--- src/cdb_pkg.sv ---
package cdb_pkg;
    localparam int DATA_W = 16;
    localparam int SEL_W = 3;
    localparam int NUM_SEL = 8;
    localparam int NUM_SYS_INT = 4;
    localparam int CNT_W = 4;
    // avalon register byte offsets
    localparam logic [3:0] OFS_COMMAND = 4'h0;
    localparam logic [3:0] OFS_STATUS = 4'h4;
    localparam logic [3:0] OFS_DATA = 4'h8;
    localparam logic [3:0] OFS_SELECT = 4'hC;
    // command word fields
    localparam int CMD_RESET_BIT = 15;
    localparam int CMD_RDY_IE_BIT = 14;
    localparam int CMD_MIX_IE_BIT = 11;
    localparam int CMD_PRE_BIT = 10;
    localparam int CMD_SEL_EN_BIT = 9;
    localparam int CMD_SEL_LSB = 6;
    // status word fields
    localparam int STS_SEL_LSB = 13;
    localparam int STS_PRE_BIT = 12;
    localparam int STS_RDY_IE_BIT = 11;
    localparam int STS_IE_LSB = 8;
    localparam int STS_RDY_INT_BIT = 7;
    localparam int STS_READY_BIT = 6;
    localparam int STS_INT_LSB = 0;
    // reset values and counts
    localparam logic [2:0] SEL_RESET = 3'h0;
    localparam logic [3:0] CLR_CNT_MAX = 4'hF;
    localparam logic [3:0] CLR_CNT_RESET = 4'h0;
    localparam logic [15:0] DATA_RESET = 16'h0000;
    localparam logic [5:0] CTRL_RESET = 6'h00;
    localparam int CPU_HOLD_CYCLES = 2;
    typedef enum logic [1:0] {
        CDB_IDLE,
        CDB_WAIT,
        CDB_DONE
    } cdb_bus_state_type;
endpackage

--- src/cdb_bridge.sv ---
// Notes on behaviour
// - command write loads select code only if select enable set; upper bits always.
// - select code decoded one-hot, registered to select lines on bus access.
// - reset clears select code to zero, only select line zero active.
// - command with top bit loads counter zero; count to 15; clear active until terminal.
// - clear counter reaches terminal state after reset, giving redundant clear meanwhile.
// - cpu read returns status when qualifier 0, input data when 1.
// - internal bus read strobe captures exchange bus word into input data register.
// - cpu data write loads output register; driven on exchange bus during write.
// - handshake flip-flops follow acknowledge transitions one clock later.
// - cpu data write strobe starts internal write handshake.
// - finished cpu data read starts prefetch of the next word.
// - prefetch command starts read at once; both requests ORed into read flop.
// - cpu ready low while bus cycle pending or active, ack active, or clear.
// - data and status done pulses, one clock, from two read sync stages.
// - rising edge of inverted interrupt input sets its flag via one-clock pulse.
// - flags 0-3 ORed into common interrupt, gated by its enable.
// - interrupt flags cleared when cpu status read completes.
// - during cpu read, flags cannot set and edge detectors hold.
// - ready rise sets ready interrupt flag, forwarded only when enabled.
// - after valid ack, strobe fall is followed by clearing of pending flag and ack valid flag.
// - command write strobe is one clock pulse from two write sync stages.
// - status ready bit 6 is zero while busy, one when transfers may proceed.
// - programmed reset bit resets block and display, other bits ignored.
module cdb_bridge (
    input wire logic sys_clk,
    input wire logic rst,
    input wire logic [3:0] avs_address,
    input wire logic avs_read,
    input wire logic avs_write,
    input wire logic [31:0] avs_writedata,
    output logic [31:0] avs_readdata,
    output logic avs_waitrequest,
    input wire logic cpu_write_n,
    input wire logic cpu_read_n,
    input wire logic cpu_cmd_n,
    input wire logic [cdb_pkg::DATA_W-1:0] cpu_data_in,
    output logic [cdb_pkg::DATA_W-1:0] cpu_data_out,
    output logic cpu_data_oe,
    output logic cpu_ready_n,
    output logic cpu_int,
    input wire logic [cdb_pkg::DATA_W-1:0] bus_data_in,
    output logic [cdb_pkg::DATA_W-1:0] bus_data_out,
    output logic bus_data_drive_enable,
    output logic bus_write_line_n,
    output logic bus_read_line_n,
    input wire logic bus_acknowledge_n,
    output logic [cdb_pkg::NUM_SEL-1:0] system_select_lines_n,
    input wire logic [cdb_pkg::NUM_SYS_INT-1:0] sys_int_n,
    output logic programmed_clear_n
);
    import cdb_pkg::*;

    function automatic logic [NUM_SEL-1:0] decode_sel(input logic [SEL_W-1:0] code);
        logic [NUM_SEL-1:0] v;
        v = '0;
        v[code] = 1'b1;
        return v;
    endfunction

    // two-stage synchronisers for cpu pins
    logic wr_s1_r, wr_s2_r, wr_s3_r;
    logic rd_s1_r, read_sync_stage1, read_sync_stage2;
    logic cmd_s1_r, cmd_s2_r;
    logic [NUM_SYS_INT-1:0] int_s1_r, int_s2_r;

    // stage three only marks the write edge; nothing reads a first stage but its second
    always_ff @(posedge sys_clk) begin
        wr_s1_r <= ~cpu_write_n;
        wr_s2_r <= wr_s1_r;
        wr_s3_r <= wr_s2_r;
    end

    always_ff @(posedge sys_clk) begin
        rd_s1_r <= ~cpu_read_n;
        read_sync_stage1 <= rd_s1_r;
        read_sync_stage2 <= read_sync_stage1;
    end

    always_ff @(posedge sys_clk) begin
        cmd_s1_r <= ~cpu_cmd_n;
        cmd_s2_r <= cmd_s1_r;
    end

    always_ff @(posedge sys_clk) begin
        int_s1_r <= ~sys_int_n;
        int_s2_r <= int_s1_r;
    end

    // software strobes from avalon merge with pin strobes
    logic sw_cmd_wr, sw_data_wr;
    logic command_write_strobe, data_write_strobe;
    logic data_read_done, status_read_done, cpu_read_active;
    logic pin_wr_pulse;
    logic [DATA_W-1:0] wr_word;

    assign pin_wr_pulse = wr_s2_r & ~wr_s3_r;
    assign sw_cmd_wr = avs_write & (avs_address == OFS_COMMAND);
    assign sw_data_wr = avs_write & (avs_address == OFS_DATA);
    assign command_write_strobe = (pin_wr_pulse & cmd_s2_r) | sw_cmd_wr;
    assign data_write_strobe = (pin_wr_pulse & ~cmd_s2_r) | sw_data_wr;
    assign wr_word = sw_cmd_wr | sw_data_wr ? avs_writedata[DATA_W-1:0] : cpu_data_in;
    // qualifier is high for data; read ends when stage1 falls
    assign data_read_done = ~cmd_s2_r & ~read_sync_stage1 & read_sync_stage2;
    assign status_read_done = cmd_s2_r & ~read_sync_stage1 & read_sync_stage2;
    assign cpu_read_active = read_sync_stage1 | read_sync_stage2;

    // programmed clear counter; powers up into the counting state
    logic [CNT_W-1:0] clr_cnt_r;
    logic clear_counter_load, internal_clear;
    assign clear_counter_load = command_write_strobe & wr_word[CMD_RESET_BIT];
    assign programmed_clear_n = (clr_cnt_r == CLR_CNT_MAX);
    assign internal_clear = rst | ~programmed_clear_n;
    // a new load restarts the full count, so a repeated clear is never cut short

    always_ff @(posedge sys_clk) begin
        if (rst) begin
            clr_cnt_r <= CLR_CNT_RESET;
        end else if (clear_counter_load) begin
            clr_cnt_r <= CLR_CNT_RESET;
        end else if (clr_cnt_r != CLR_CNT_MAX) begin
            clr_cnt_r <= clr_cnt_r + 4'h1;
        end
    end

    // command register
    logic [SEL_W-1:0] sel_code_r;
    logic [5:0] ctrl_r;
    logic cmd_ok;
    assign cmd_ok = command_write_strobe & ~wr_word[CMD_RESET_BIT];

    always_ff @(posedge sys_clk) begin
        if (internal_clear) begin
            sel_code_r <= SEL_RESET;
            ctrl_r <= CTRL_RESET;
        end else if (cmd_ok) begin
            ctrl_r <= wr_word[DATA_W-1:CMD_PRE_BIT];
            if (wr_word[CMD_SEL_EN_BIT]) begin
                sel_code_r <= wr_word[CMD_SEL_LSB +: SEL_W];
            end
        end
    end

    logic prefetch_bit, ready_interrupt_enable, common_interrupt_enable;
    assign prefetch_bit = ctrl_r[0];
    assign common_interrupt_enable = ctrl_r[CMD_MIX_IE_BIT-CMD_PRE_BIT];
    assign ready_interrupt_enable = ctrl_r[CMD_RDY_IE_BIT-CMD_PRE_BIT];

    // handshake flops
    logic write_pend_r, read_pend_r, prefetch_read_request;
    logic bus_write_strobe, bus_read_strobe;
    logic ack_d_r, ack_valid_r, cyc_wr_r;
    logic read_request, ack, hs_start, hs_end;
    cdb_bus_state_type hs_state_r;
    assign ack = ~bus_acknowledge_n;
    assign prefetch_read_request = cmd_ok & wr_word[CMD_PRE_BIT];
    assign read_request = prefetch_read_request | data_read_done;
    // acknowledge of the last transfer must be gone in both stages before a new strobe
    assign hs_start = (hs_state_r == CDB_IDLE) & ~ack & ~ack_d_r
        & (write_pend_r | read_pend_r);
    assign hs_end = (hs_state_r == CDB_DONE) & ack_valid_r;

    always_ff @(posedge sys_clk) begin
        ack_d_r <= internal_clear ? 1'b0 : ack;
    end

    always_ff @(posedge sys_clk) begin
        if (internal_clear) begin
            hs_state_r <= CDB_IDLE;
        end else begin
            case (hs_state_r)
                CDB_IDLE: begin
                    if (hs_start) begin
                        hs_state_r <= CDB_WAIT;
                    end
                end
                CDB_WAIT: begin
                    if (ack_d_r) begin
                        hs_state_r <= CDB_DONE;
                    end
                end
                CDB_DONE: begin
                    if (!ack_d_r) begin
                        hs_state_r <= CDB_IDLE;
                    end
                end
                default: hs_state_r <= CDB_IDLE;
            endcase
        end
    end

    // a write waiting beside a read goes first; the cycle kind decides which flag drops
    always_ff @(posedge sys_clk) begin
        if (internal_clear) begin
            cyc_wr_r <= 1'b0;
        end else if (hs_start) begin
            cyc_wr_r <= write_pend_r;
        end
    end

    always_ff @(posedge sys_clk) begin
        if (internal_clear) begin
            bus_write_strobe <= 1'b0;
            bus_read_strobe <= 1'b0;
        end else if (hs_start) begin
            bus_write_strobe <= write_pend_r;
            bus_read_strobe <= ~write_pend_r;
        end else if (hs_state_r == CDB_WAIT && ack_d_r) begin
            bus_write_strobe <= 1'b0;
            bus_read_strobe <= 1'b0;
        end
    end

    always_ff @(posedge sys_clk) begin
        if (internal_clear) begin
            ack_valid_r <= 1'b0;
        end else if (hs_state_r == CDB_WAIT && ack_d_r) begin
            ack_valid_r <= 1'b1;
        end else if (hs_end) begin
            ack_valid_r <= 1'b0;
        end
    end

    // a new request in the closing cycle keeps its flag: the set wins
    always_ff @(posedge sys_clk) begin
        if (internal_clear) begin
            write_pend_r <= 1'b0;
        end else if (data_write_strobe) begin
            write_pend_r <= 1'b1;
        end else if (hs_end && cyc_wr_r) begin
            write_pend_r <= 1'b0;
        end
    end

    always_ff @(posedge sys_clk) begin
        if (internal_clear) begin
            read_pend_r <= 1'b0;
        end else if (read_request) begin
            read_pend_r <= 1'b1;
        end else if (hs_end && !cyc_wr_r) begin
            read_pend_r <= 1'b0;
        end
    end

    // select lines load as a bus cycle starts or on a clear, which also ends any cycle
    logic select_load_strobe;
    logic [NUM_SEL-1:0] sel_lines_r;
    assign select_load_strobe = hs_start | internal_clear;
    always_ff @(posedge sys_clk) begin
        if (rst) begin
            sel_lines_r <= decode_sel(SEL_RESET);
        end else if (select_load_strobe) begin
            sel_lines_r <= decode_sel(sel_code_r);
        end
    end
    assign system_select_lines_n = ~sel_lines_r;

    // data registers
    logic [DATA_W-1:0] out_data_r, in_data_r;
    always_ff @(posedge sys_clk) begin
        if (rst) begin
            out_data_r <= DATA_RESET;
        end else if (data_write_strobe) begin
            out_data_r <= wr_word;
        end
    end
    always_ff @(posedge sys_clk) begin
        if (rst) begin
            in_data_r <= DATA_RESET;
        end else if (bus_read_strobe && ack_d_r) begin
            in_data_r <= bus_data_in;
        end
    end
    assign bus_data_out = out_data_r;
    assign bus_data_drive_enable = bus_write_strobe;
    assign bus_write_line_n = ~bus_write_strobe;
    assign bus_read_line_n = ~bus_read_strobe;

    // ready and interrupts
    logic busy, cpu_ready, ready_d_r;
    assign busy = write_pend_r | read_pend_r | (hs_state_r != CDB_IDLE) | ack;
    assign cpu_ready = ~(busy | internal_clear);
    assign cpu_ready_n = ~cpu_ready;

    logic [NUM_SYS_INT-1:0] edge_latch, edge_pulse, int_flag_r;
    logic ready_interrupt;
    // one detector per line; its latch is frozen during a cpu read so no edge is lost
    for (genvar g = 0; g < NUM_SYS_INT; g++) begin : g_int
        logic latch_r, flag_r;
        always_ff @(posedge sys_clk) begin
            if (internal_clear) begin
                latch_r <= 1'b0;
            end else if (!cpu_read_active) begin
                latch_r <= int_s2_r[g];
            end
        end
        always_ff @(posedge sys_clk) begin
            if (internal_clear || status_read_done) begin
                flag_r <= 1'b0;
            end else if (!cpu_read_active && edge_pulse[g]) begin
                flag_r <= 1'b1;
            end
        end
        assign edge_latch[g] = latch_r;
        assign edge_pulse[g] = int_s2_r[g] & ~edge_latch[g];
        assign int_flag_r[g] = flag_r;
    end
    always_ff @(posedge sys_clk) begin
        ready_d_r <= cpu_ready;
    end
    always_ff @(posedge sys_clk) begin
        if (internal_clear || status_read_done) begin
            ready_interrupt <= 1'b0;
        end else if (cpu_ready && !ready_d_r && !cpu_read_active) begin
            ready_interrupt <= 1'b1;
        end
    end
    logic common_interrupt;
    assign common_interrupt = |int_flag_r;
    assign cpu_int = (common_interrupt & common_interrupt_enable)
        | (ready_interrupt & ready_interrupt_enable);

    // status word and read mux
    logic [DATA_W-1:0] status_word, cpu_word;
    always_comb begin
        status_word = '0;
        status_word[STS_SEL_LSB +: SEL_W] = sel_code_r;
        status_word[STS_PRE_BIT] = prefetch_bit;
        status_word[STS_RDY_IE_BIT] = ready_interrupt_enable;
        status_word[STS_IE_LSB +: 3] = ctrl_r[3:1];
        status_word[STS_RDY_INT_BIT] = ready_interrupt;
        status_word[STS_READY_BIT] = cpu_ready;
        status_word[STS_INT_LSB +: NUM_SYS_INT] = int_flag_r;
    end
    // the qualifier is synchronised too, so the word cannot swap under a read
    assign cpu_word = cmd_s2_r ? status_word : in_data_r;
    always_ff @(posedge sys_clk) begin
        if (rst) begin
            cpu_data_out <= DATA_RESET;
            cpu_data_oe <= 1'b0;
        end else begin
            cpu_data_out <= cpu_word;
            cpu_data_oe <= read_sync_stage1;
        end
    end

    // avalon slave: writes single cycle, reads take one wait cycle
    logic rd_wait_r;
    always_ff @(posedge sys_clk) begin
        if (rst) begin
            rd_wait_r <= 1'b0;
        end else begin
            rd_wait_r <= avs_read & ~rd_wait_r;
        end
    end

    // read data stands until the next read is taken
    always_ff @(posedge sys_clk) begin
        if (rst) begin
            avs_readdata <= 32'h00000000;
        end else if (avs_read && !rd_wait_r) begin
            case (avs_address)
                OFS_COMMAND: avs_readdata <= {26'h0, ctrl_r};
                OFS_STATUS: avs_readdata <= {16'h0000, status_word};
                OFS_DATA: avs_readdata <= {16'h0000, in_data_r};
                OFS_SELECT: avs_readdata <= {24'h000000, sel_lines_r};
                default: avs_readdata <= 32'h00000000;
            endcase
        end
    end
    assign avs_waitrequest = avs_read & ~rd_wait_r;
endmodule

--- config.mk ---
export PLATFORM = sky130hd
export DESIGN_NAME = cdb_bridge
export DESIGN_NICKNAME = d
export VERILOG_FILES = /design/src/cdb_pkg.sv /design/src/cdb_bridge.sv
export SDC_FILE = /design/constraint.sdc
export NUM_CORES = 1
export LEC_CHECK = 0
export BUFFER_PORTS_ARGS = -buffer_cell sky130_fd_sc_hd__buf_4
export CAP_MARGIN = 20
export CORE_MARGIN = 4
export CORE_UTILIZATION = 30
export CTS_CLUSTER_SIZE = 12
export DETAILED_ROUTE_END_ITERATION = 10
export PLACE_DENSITY = 0.59
export SLEW_MARGIN = 25
export SYNTH_ARGS = -nofsm -noshare
export SYNTH_HDL_FRONTEND = slang
export SYNTH_SLANG_ARGS = --single-unit
--- constraint.sdc ---
create_clock -name sys_clk -period 2.1 [get_ports sys_clk]
set_input_delay 0.105 -clock sys_clk [delete_from_list [all_inputs] [get_ports sys_clk]]
set_output_delay 0.105 -clock sys_clk [all_outputs]
set_load 0.03 [all_outputs]
==> run summary, run 1 <==
Req. time, crit path = 2.00 ns
final critical-path share of the clock period = 93.33%
Worst VDD drop = 0.5680 mV
Remaining DRCs = 0
clk buf depth = 2
Final Hold Fails = 0
ys async rst share = 0%
multi-input logic area = 2107 sq um
pwr dens = 785.6 nW/um^2
startpoint class of the critical path = flop
num ports = 160
Critical Path End Type = output port
register area share after synthesis = 50.05%
Setup CP Type = reg2out
clk sinks = 122
worst-margin pin slew = 0.9753 ns
core area = 15,890 sq um
Vias = 4,458
#FFs+latches synth = 122
WL per Instance = 15.49 um
Nets = 810
MaxCap Viol Count = 0
outcome = finished, final reports clean
initial core utilization = 30.72%
routed wire length = 14.83 mm
total die area = 18,370 sq um
CP max FO = 6
fill cell count = 1,562
clk_skew = 0.009097 ns
DP Wirelength = 10.40 mm
global-route wire length before repair = 23.21 mm
dominant synthesized flop cell = dfxtp_1
syn avg cell area = 8.987 sq um
total power = 5.616 mW
Pleak = 2.959 nW
total negative slack = 0 ns
# diodes = 0
Synth Warn # = 0
Synth cell types = 56
Die Ht = 135.5 um
clock period minus worst slack = 1.960 ns
antenna viol nets, final = 0
max_slew headroom = 34.74%
row count = 46
drt pass-1 iters = 5
CTS tree = done
Util after Layout = 45.00%
largest net degree at the start of global routing = 33
Mapped Area = 4880 sq um
layout cells sized above 1 = 26.45%
drt first-iter violations = 297
synthesis-to-finish area growth = 46.49%
RD Place Congestion = 0.8312
number of global-route vias before repair = 4,528
Port Buf Inserts = 127
Peak Freq = 0.5102 GHz
initial antenna violation count = 0
final setup vio count = 0
commonest cells after routing, fill and taps aside = buf_4, dfxtp_1, nand2_1
Worst Hold Class = in2reg
GRT Overall Usage = 16.19%
commonest non-fill, non-tap cell in the layout = buf_4
Syn Inst Count = 543
Final Slew Violations = 0
clk slew on worst S/H paths = 0.05 ns
Root Buffer = clkbuf_16
Worst-Skew Late Latency = 0.42 ns
EDFF count, synth = 0
WP data arrival = 1.85 ns
FF-to-FF setup slack = 0.21 ns
cts bufs inserted = 17
H-tree levels = 4
Via density = 4.658
Remaining Overflow, GRT = 0
Die Wd = 135.5 um
RSZ-0062 raised after global routing = false
storage element area = 2445 sq um
sequential cells by signal, indices dropped and copies added, names as in the netlist, 2 cells and up:
| signal | flops |
|---|---|
| sel_code_r | 3 |
| sel_lines_r | 8 |
| avs_readdata | 16 |
| bus_data_out | 16 |
| cpu_data_out | 16 |
| g_int.latch_r | 4 |
| hs_state_r | 2 |
| g_int.flag_r | 4 |
| int_s2_r | 4 |
| in_data_r | 16 |
| int_s1_r | 4 |
| clr_cnt_r | 4 |
| ctrl_r | 6 |
cell usage after synthesis (4+ instances only):
| cell | number | area share, % |
|---|---|---|
| o21ai_0 | 18 | 1.8 |
| a311oi_1 | 15 | 2.7 |
| inv_1 | 31 | 2.4 |
| buf_4 | 18 | 2.8 |
| nor3b_1 | 5 | 0.77 |
| nor4_1 | 4 | 0.51 |
| nor3_1 | 14 | 1.4 |
| a22oi_1 | 11 | 1.7 |
| nor2_1 | 57 | 4.4 |
| nand2_1 | 92 | 7.1 |
| o221ai_1 | 5 | 0.90 |
| a21oi_1 | 32 | 3.3 |
| clkbuf_1 | 15 | 1.2 |
| a22o_1 | 5 | 0.90 |
| buf_2 | 6 | 0.62 |
| mux2i_1 | 18 | 3.7 |
| buf_1 | 5 | 0.38 |
| mux4_2 | 4 | 1.8 |
| dfxtp_1 | 122 | 50 |
| nand4b_1 | 4 | 0.72 |
| a31oi_1 | 9 | 1.2 |
| nand3_1 | 6 | 0.62 |
worst paths after layout:
| path | to | start | cells past startpoint |
|---|---|---|---|
| worst max-delay path | cpu_ready_n | clr_cnt_r[0] | 4 |
| worst min-delay path | ctrl_r[1] | cpu_data_in[11] | 3 |
| worst max register to register | bus_data_out[2] | wr_s2_r | 6 |
| worst min register to register | int_s2_r[2] | int_s1_r[2] | 0 |
cell families after synthesis:
| kind of cell | Yosys count | synth area share [%] |
|---|---|---|
| simple gates | 204 | 19.59 |
| flops | 122 | 50.05 |
| compound gates | 111 | 15.56 |
| buf+inv | 79 | 8.282 |
| mux | 24 | 6.000 |
| fa+ha+maj | 1 | 0.2564 |
| other cells | 1 | 0.07685 |
| xor+xnor | 1 | 0.1795 |
cell type report:
| cell class | count | share of cell area, % |
|---|---|---|
| clock inverter | 11 | 1.383 |
| tap | 216 | 3.781 |
| inverter | 31 | 1.628 |
| timing repair buffer | 200 | 23.14 |
| multi-input combinational | 357 | 29.48 |
| clock buffer | 20 | 6.389 |
| sequential | 122 | 34.20 |
metal layers:
layer	part of all wire (%)	vias up	global-route usage, %
met5	0	-	0
li1	-	2229	-
met2	49	130	26.99
met1	43	2073	19.56
met3	5.4	26	4.792
met4	1.9	0	6.607
timing repair:
action                                 CTS  global route
resized for setup                        1             7
endpoints found under the hold margin   44             0
hold buffers                            56             0
setup endpoints to repair                1            14
gates cloned                             0             0
buffers inserted                         0             0
critical path, stage by stage, from the launching register on:
cell	delay, ns
dfxtp_2	0.38
ha_4	0.17
nand4b_1	0.18
or3_2	0.52
buf_4	0.19
power by group:
group	switching (mW)	leakage, nW	internal, mW
clock	1.04	0.268	1.67
sequential	0.0300	0.992	2.36
combinational	0.266	1.70	0.242
total	1.34	2.96	4.28
per-stage QoR:
stage                     hold slack (ns)  cells  cell area, sq um  setup slack (ns)
final                            0.006631    957              7148            0.1401
after detailed placement           0.2560    870              6000            0.2519
after global placement             0.2570    870              6000            0.2906
after CTS                      0.00009326    957              7118          0.003735
after global routing              0.01722    957              7148           0.02950
after floorplan                    0.1615    558              4936            0.3132
No activity file was read; power rests on OpenSTA's default activity.
==> inputs of run 2 (changes only) <==
GPL_TIMING_DRIVEN = 0   (was default)
HOLD_SLACK_MARGIN = 0.03   (was default)
==> run summary, run 2 (synthesized netlist as in run 1, its figures left out) <==
Remaining DRCs = 0 (unchanged)
switching portion of total power = 22.91% (-0.92 points)
num ports = 160 (unchanged)
# diodes = 0 (unchanged)
MaxCap Viol Count = 0 (unchanged)
worst-margin pin slew = 0.7702 ns (-0.2051 ns)
hold_sp = avs_writedata[12]
core area = 15,890 sq um (unchanged)
clock period minus worst slack = 1.988 ns (+0.02818 ns)
initial core utilization = 30.72% (unchanged)
total power = 5.609 mW (-0.12%)
Peak Freq = 0.5030 GHz (-1.4%)
Pleak = 3.063 nW (+3.5%)
Die Ht = 135.5 um (unchanged)
Worst VDD drop = 0.5417 mV (-4.6%)
Nets = 847 (+4.6%)
multi-input logic area = 2118 sq um (+0.53%)
largest net degree at the start of global routing = 17 (-48%)
Worst-Skew Late Latency = 0.41 ns (about the same)
slowest stage delay, CP = 0.51 ns (about the same)
Final Hold Fails = 0 (unchanged)
sequential power share = 42.6% (about the same)
layout cells sized above 1 = 26.64% (+0.19 points)
WP data arrival = 1.88 ns (+0.03 ns)
row count = 46 (unchanged)
max_slew headroom = 48.18% (+13 points)
Placed Cells = 899 (+3.3%)
total die area = 18,370 sq um (unchanged)
H-tree levels = 4 (unchanged)
global-route wire length before repair = 23.32 mm (+0.45%)
Buf/Inv on CP = 1 (unchanged)
combinational share of power = 9.7% (+0.7 points)
Remaining Overflow, GRT = 0 (unchanged)
CTS tree = done
drt first-iter violations = 266 (-10%)
final critical-path share of the clock period = 94.67% (+1.3 points)
final instance area = 7362 sq um (+3.0%)
r2r startpoint = cmd_s2_r
commonest non-fill, non-tap cell in the layout = buf_4
synthesis-to-finish area growth = 50.87%
Slowest cell on crit path = or3_2
capturing point of the worst reg2reg path = bus_data_out[10]
routed wire length = 15.49 mm (+4.5%)
FF-to-FF setup slack = 0.15 ns (-0.06 ns)
R2R depth = 6 (unchanged)
post-route insts no fill = 993 (+3.8%)
commonest cells after routing, fill and taps aside = buf_4, dfxtp_1, nand2_1
Via density = 4.663 (about the same)
Hold Path Sink = ctrl_r[2]
DP Wirelength = 11.34 mm (+9.0%)
antenna viol nets, final = 0 (unchanged)
clk sinks = 122 (unchanged)
storage element area = 2444 sq um (about the same)
Final Slew Violations = 0 (unchanged)
Critical Path End Type = output port
NetSw = 1.285 mW (-4.0%)
clk_skew = 0.005605 ns (-0.003492 ns)
Port Buf Inserts = 125 (-1.6%)
pwr dens = 761.9 nW/um^2 (-3.0%)
CP max FO = 6 (unchanged)
GRT Overall Usage = 16.44% (+0.25 points)
outcome = finished, final reports clean
cts bufs inserted = 17 (unchanged)
Hold Path Cell Cnt = 3 (unchanged)
startpoint class of the critical path = flop
Int Power = 4.324 mW (+1.1%)
final setup vio count = 0 (unchanged)
critical path, cell by cell = ha_4 > nand4b_1 > or3_2 > buf_4
hold slack = 0.04412 ns (+0.03748 ns)
dpl cell area = 6145 sq um (+2.4%)
Die Wd = 135.5 um (unchanged)
Root Buffer = clkbuf_16
drt pass-1 iters = 5 (unchanged)
RD Place Congestion = 0.8274 (-0.46%)
WL per Instance = 15.60 um (+0.67%)
number of global-route vias before repair = 4,590 (+1.4%)
Setup CP Type = reg2out
fill cell count = 1,558 (-0.26%)
clock share of power = 47.7% (-0.7 points)
Vias = 4,630 (+3.9%)
clk buf depth = 2 (unchanged)
clk slew on worst S/H paths = 0.05 ns (about the same)
CP top delay family = simple AND/OR/NAND/NOR gates
RSZ-0062 raised after global routing = false
Req. time, crit path = 2.00 ns (about the same)
initial antenna violation count = 0 (unchanged)
Worst Hold Class = in2reg
[run 2: cell count changes in the layout (fill, tap and decap cells not counted), sizes merged]
cell / change
clkdlybuf4s15: +1
clkinvlp: -1
clkinv: -3
dlygate4sd3: +4
dlygate4sd1: +1
clkbuf: +22
buf: +12
[run 2: what timing repair did]
item,4_1_cts,5_1_grt
pin swaps,0,1
endpoints found under the setup margin,4,15
gates resized for setup,1,8
hold endpoints to repair,49,0
buffers inserted,3,1
hold buffers,60,0
[run 2: through the flow]
stage          worst slack [ns]  utilization [%]  TNS [ns]
3_3_place_gp           -0.05235            38.68  -0.06515
2_1_floorplan            0.3132                -         0
6_report                 0.1119            46.35         0
5_1_grt               0.0001668            46.35         0
4_1_cts                 0.03055            46.06         0
3_5_place_dp           -0.09623            38.68   -0.1834
[run 2: area by class of cell]
cell class	count	area share [%]
Sequential cell	122	33.19
Multi-Input combinational cell	357	28.77
Timing Repair Buffer	189	21.31
Clock buffer	23	6.492
Buffer	48	4.045
Tap cell	216	3.671
Inverter	31	1.581
Clock inverter	7	0.9347
[run 2: worst min-delay path: cells and delay by family]
family | cells | cell delay (ns)
AO/OA/AOI/OAI | 1 | 0.12
buffers and inverters | 1 | 0.08
AND/OR/NAND/NOR | 1 | 0.11
[run 2: metal layers]
| layer | part of all wire (%) | track usage, % | up-vias |
|---|---|---|---|
| li1 | - | - | 2308 |
| met1 | 42 | 19.26 | 2175 |
| met2 | 51 | 28.73 | 125 |
| met3 | 5.4 | 4.272 | 22 |
| met5 | 0 | 0 | - |
| met4 | 1.8 | 6.383 | 0 |
[run 2: worst max path at each step]
stage                     cells after the start    startpoint  slack [ns]          endpoint
after CTS                                     4  clr_cnt_r[0]        0.03       cpu_ready_n
after detailed placement                      5  clr_cnt_r[0]        -0.1   avs_readdata[6]
after global routing                          6       wr_s2_r      0.0002  bus_data_out[11]
final                                         4  clr_cnt_r[1]        0.11       cpu_ready_n
after global placement                        5  clr_cnt_r[0]       -0.05   avs_readdata[6]
after floorplan                               7  clr_cnt_r[0]        0.31    sel_lines_r[4]
[run 2: power groups by stage]
| stage | sequential [mW] | combinational [mW] | clock, mW |
|---|---|---|---|
| floorplan | 2.47 | 0.209 | 0 |
| global placement | 2.43 | 0.435 | 0 |
| detailed placement | 2.44 | 0.441 | 0 |
| CTS | 2.39 | 0.534 | 2.72 |
| global route | 2.39 | 0.580 | 2.84 |
| finish | 2.39 | 0.542 | 2.68 |
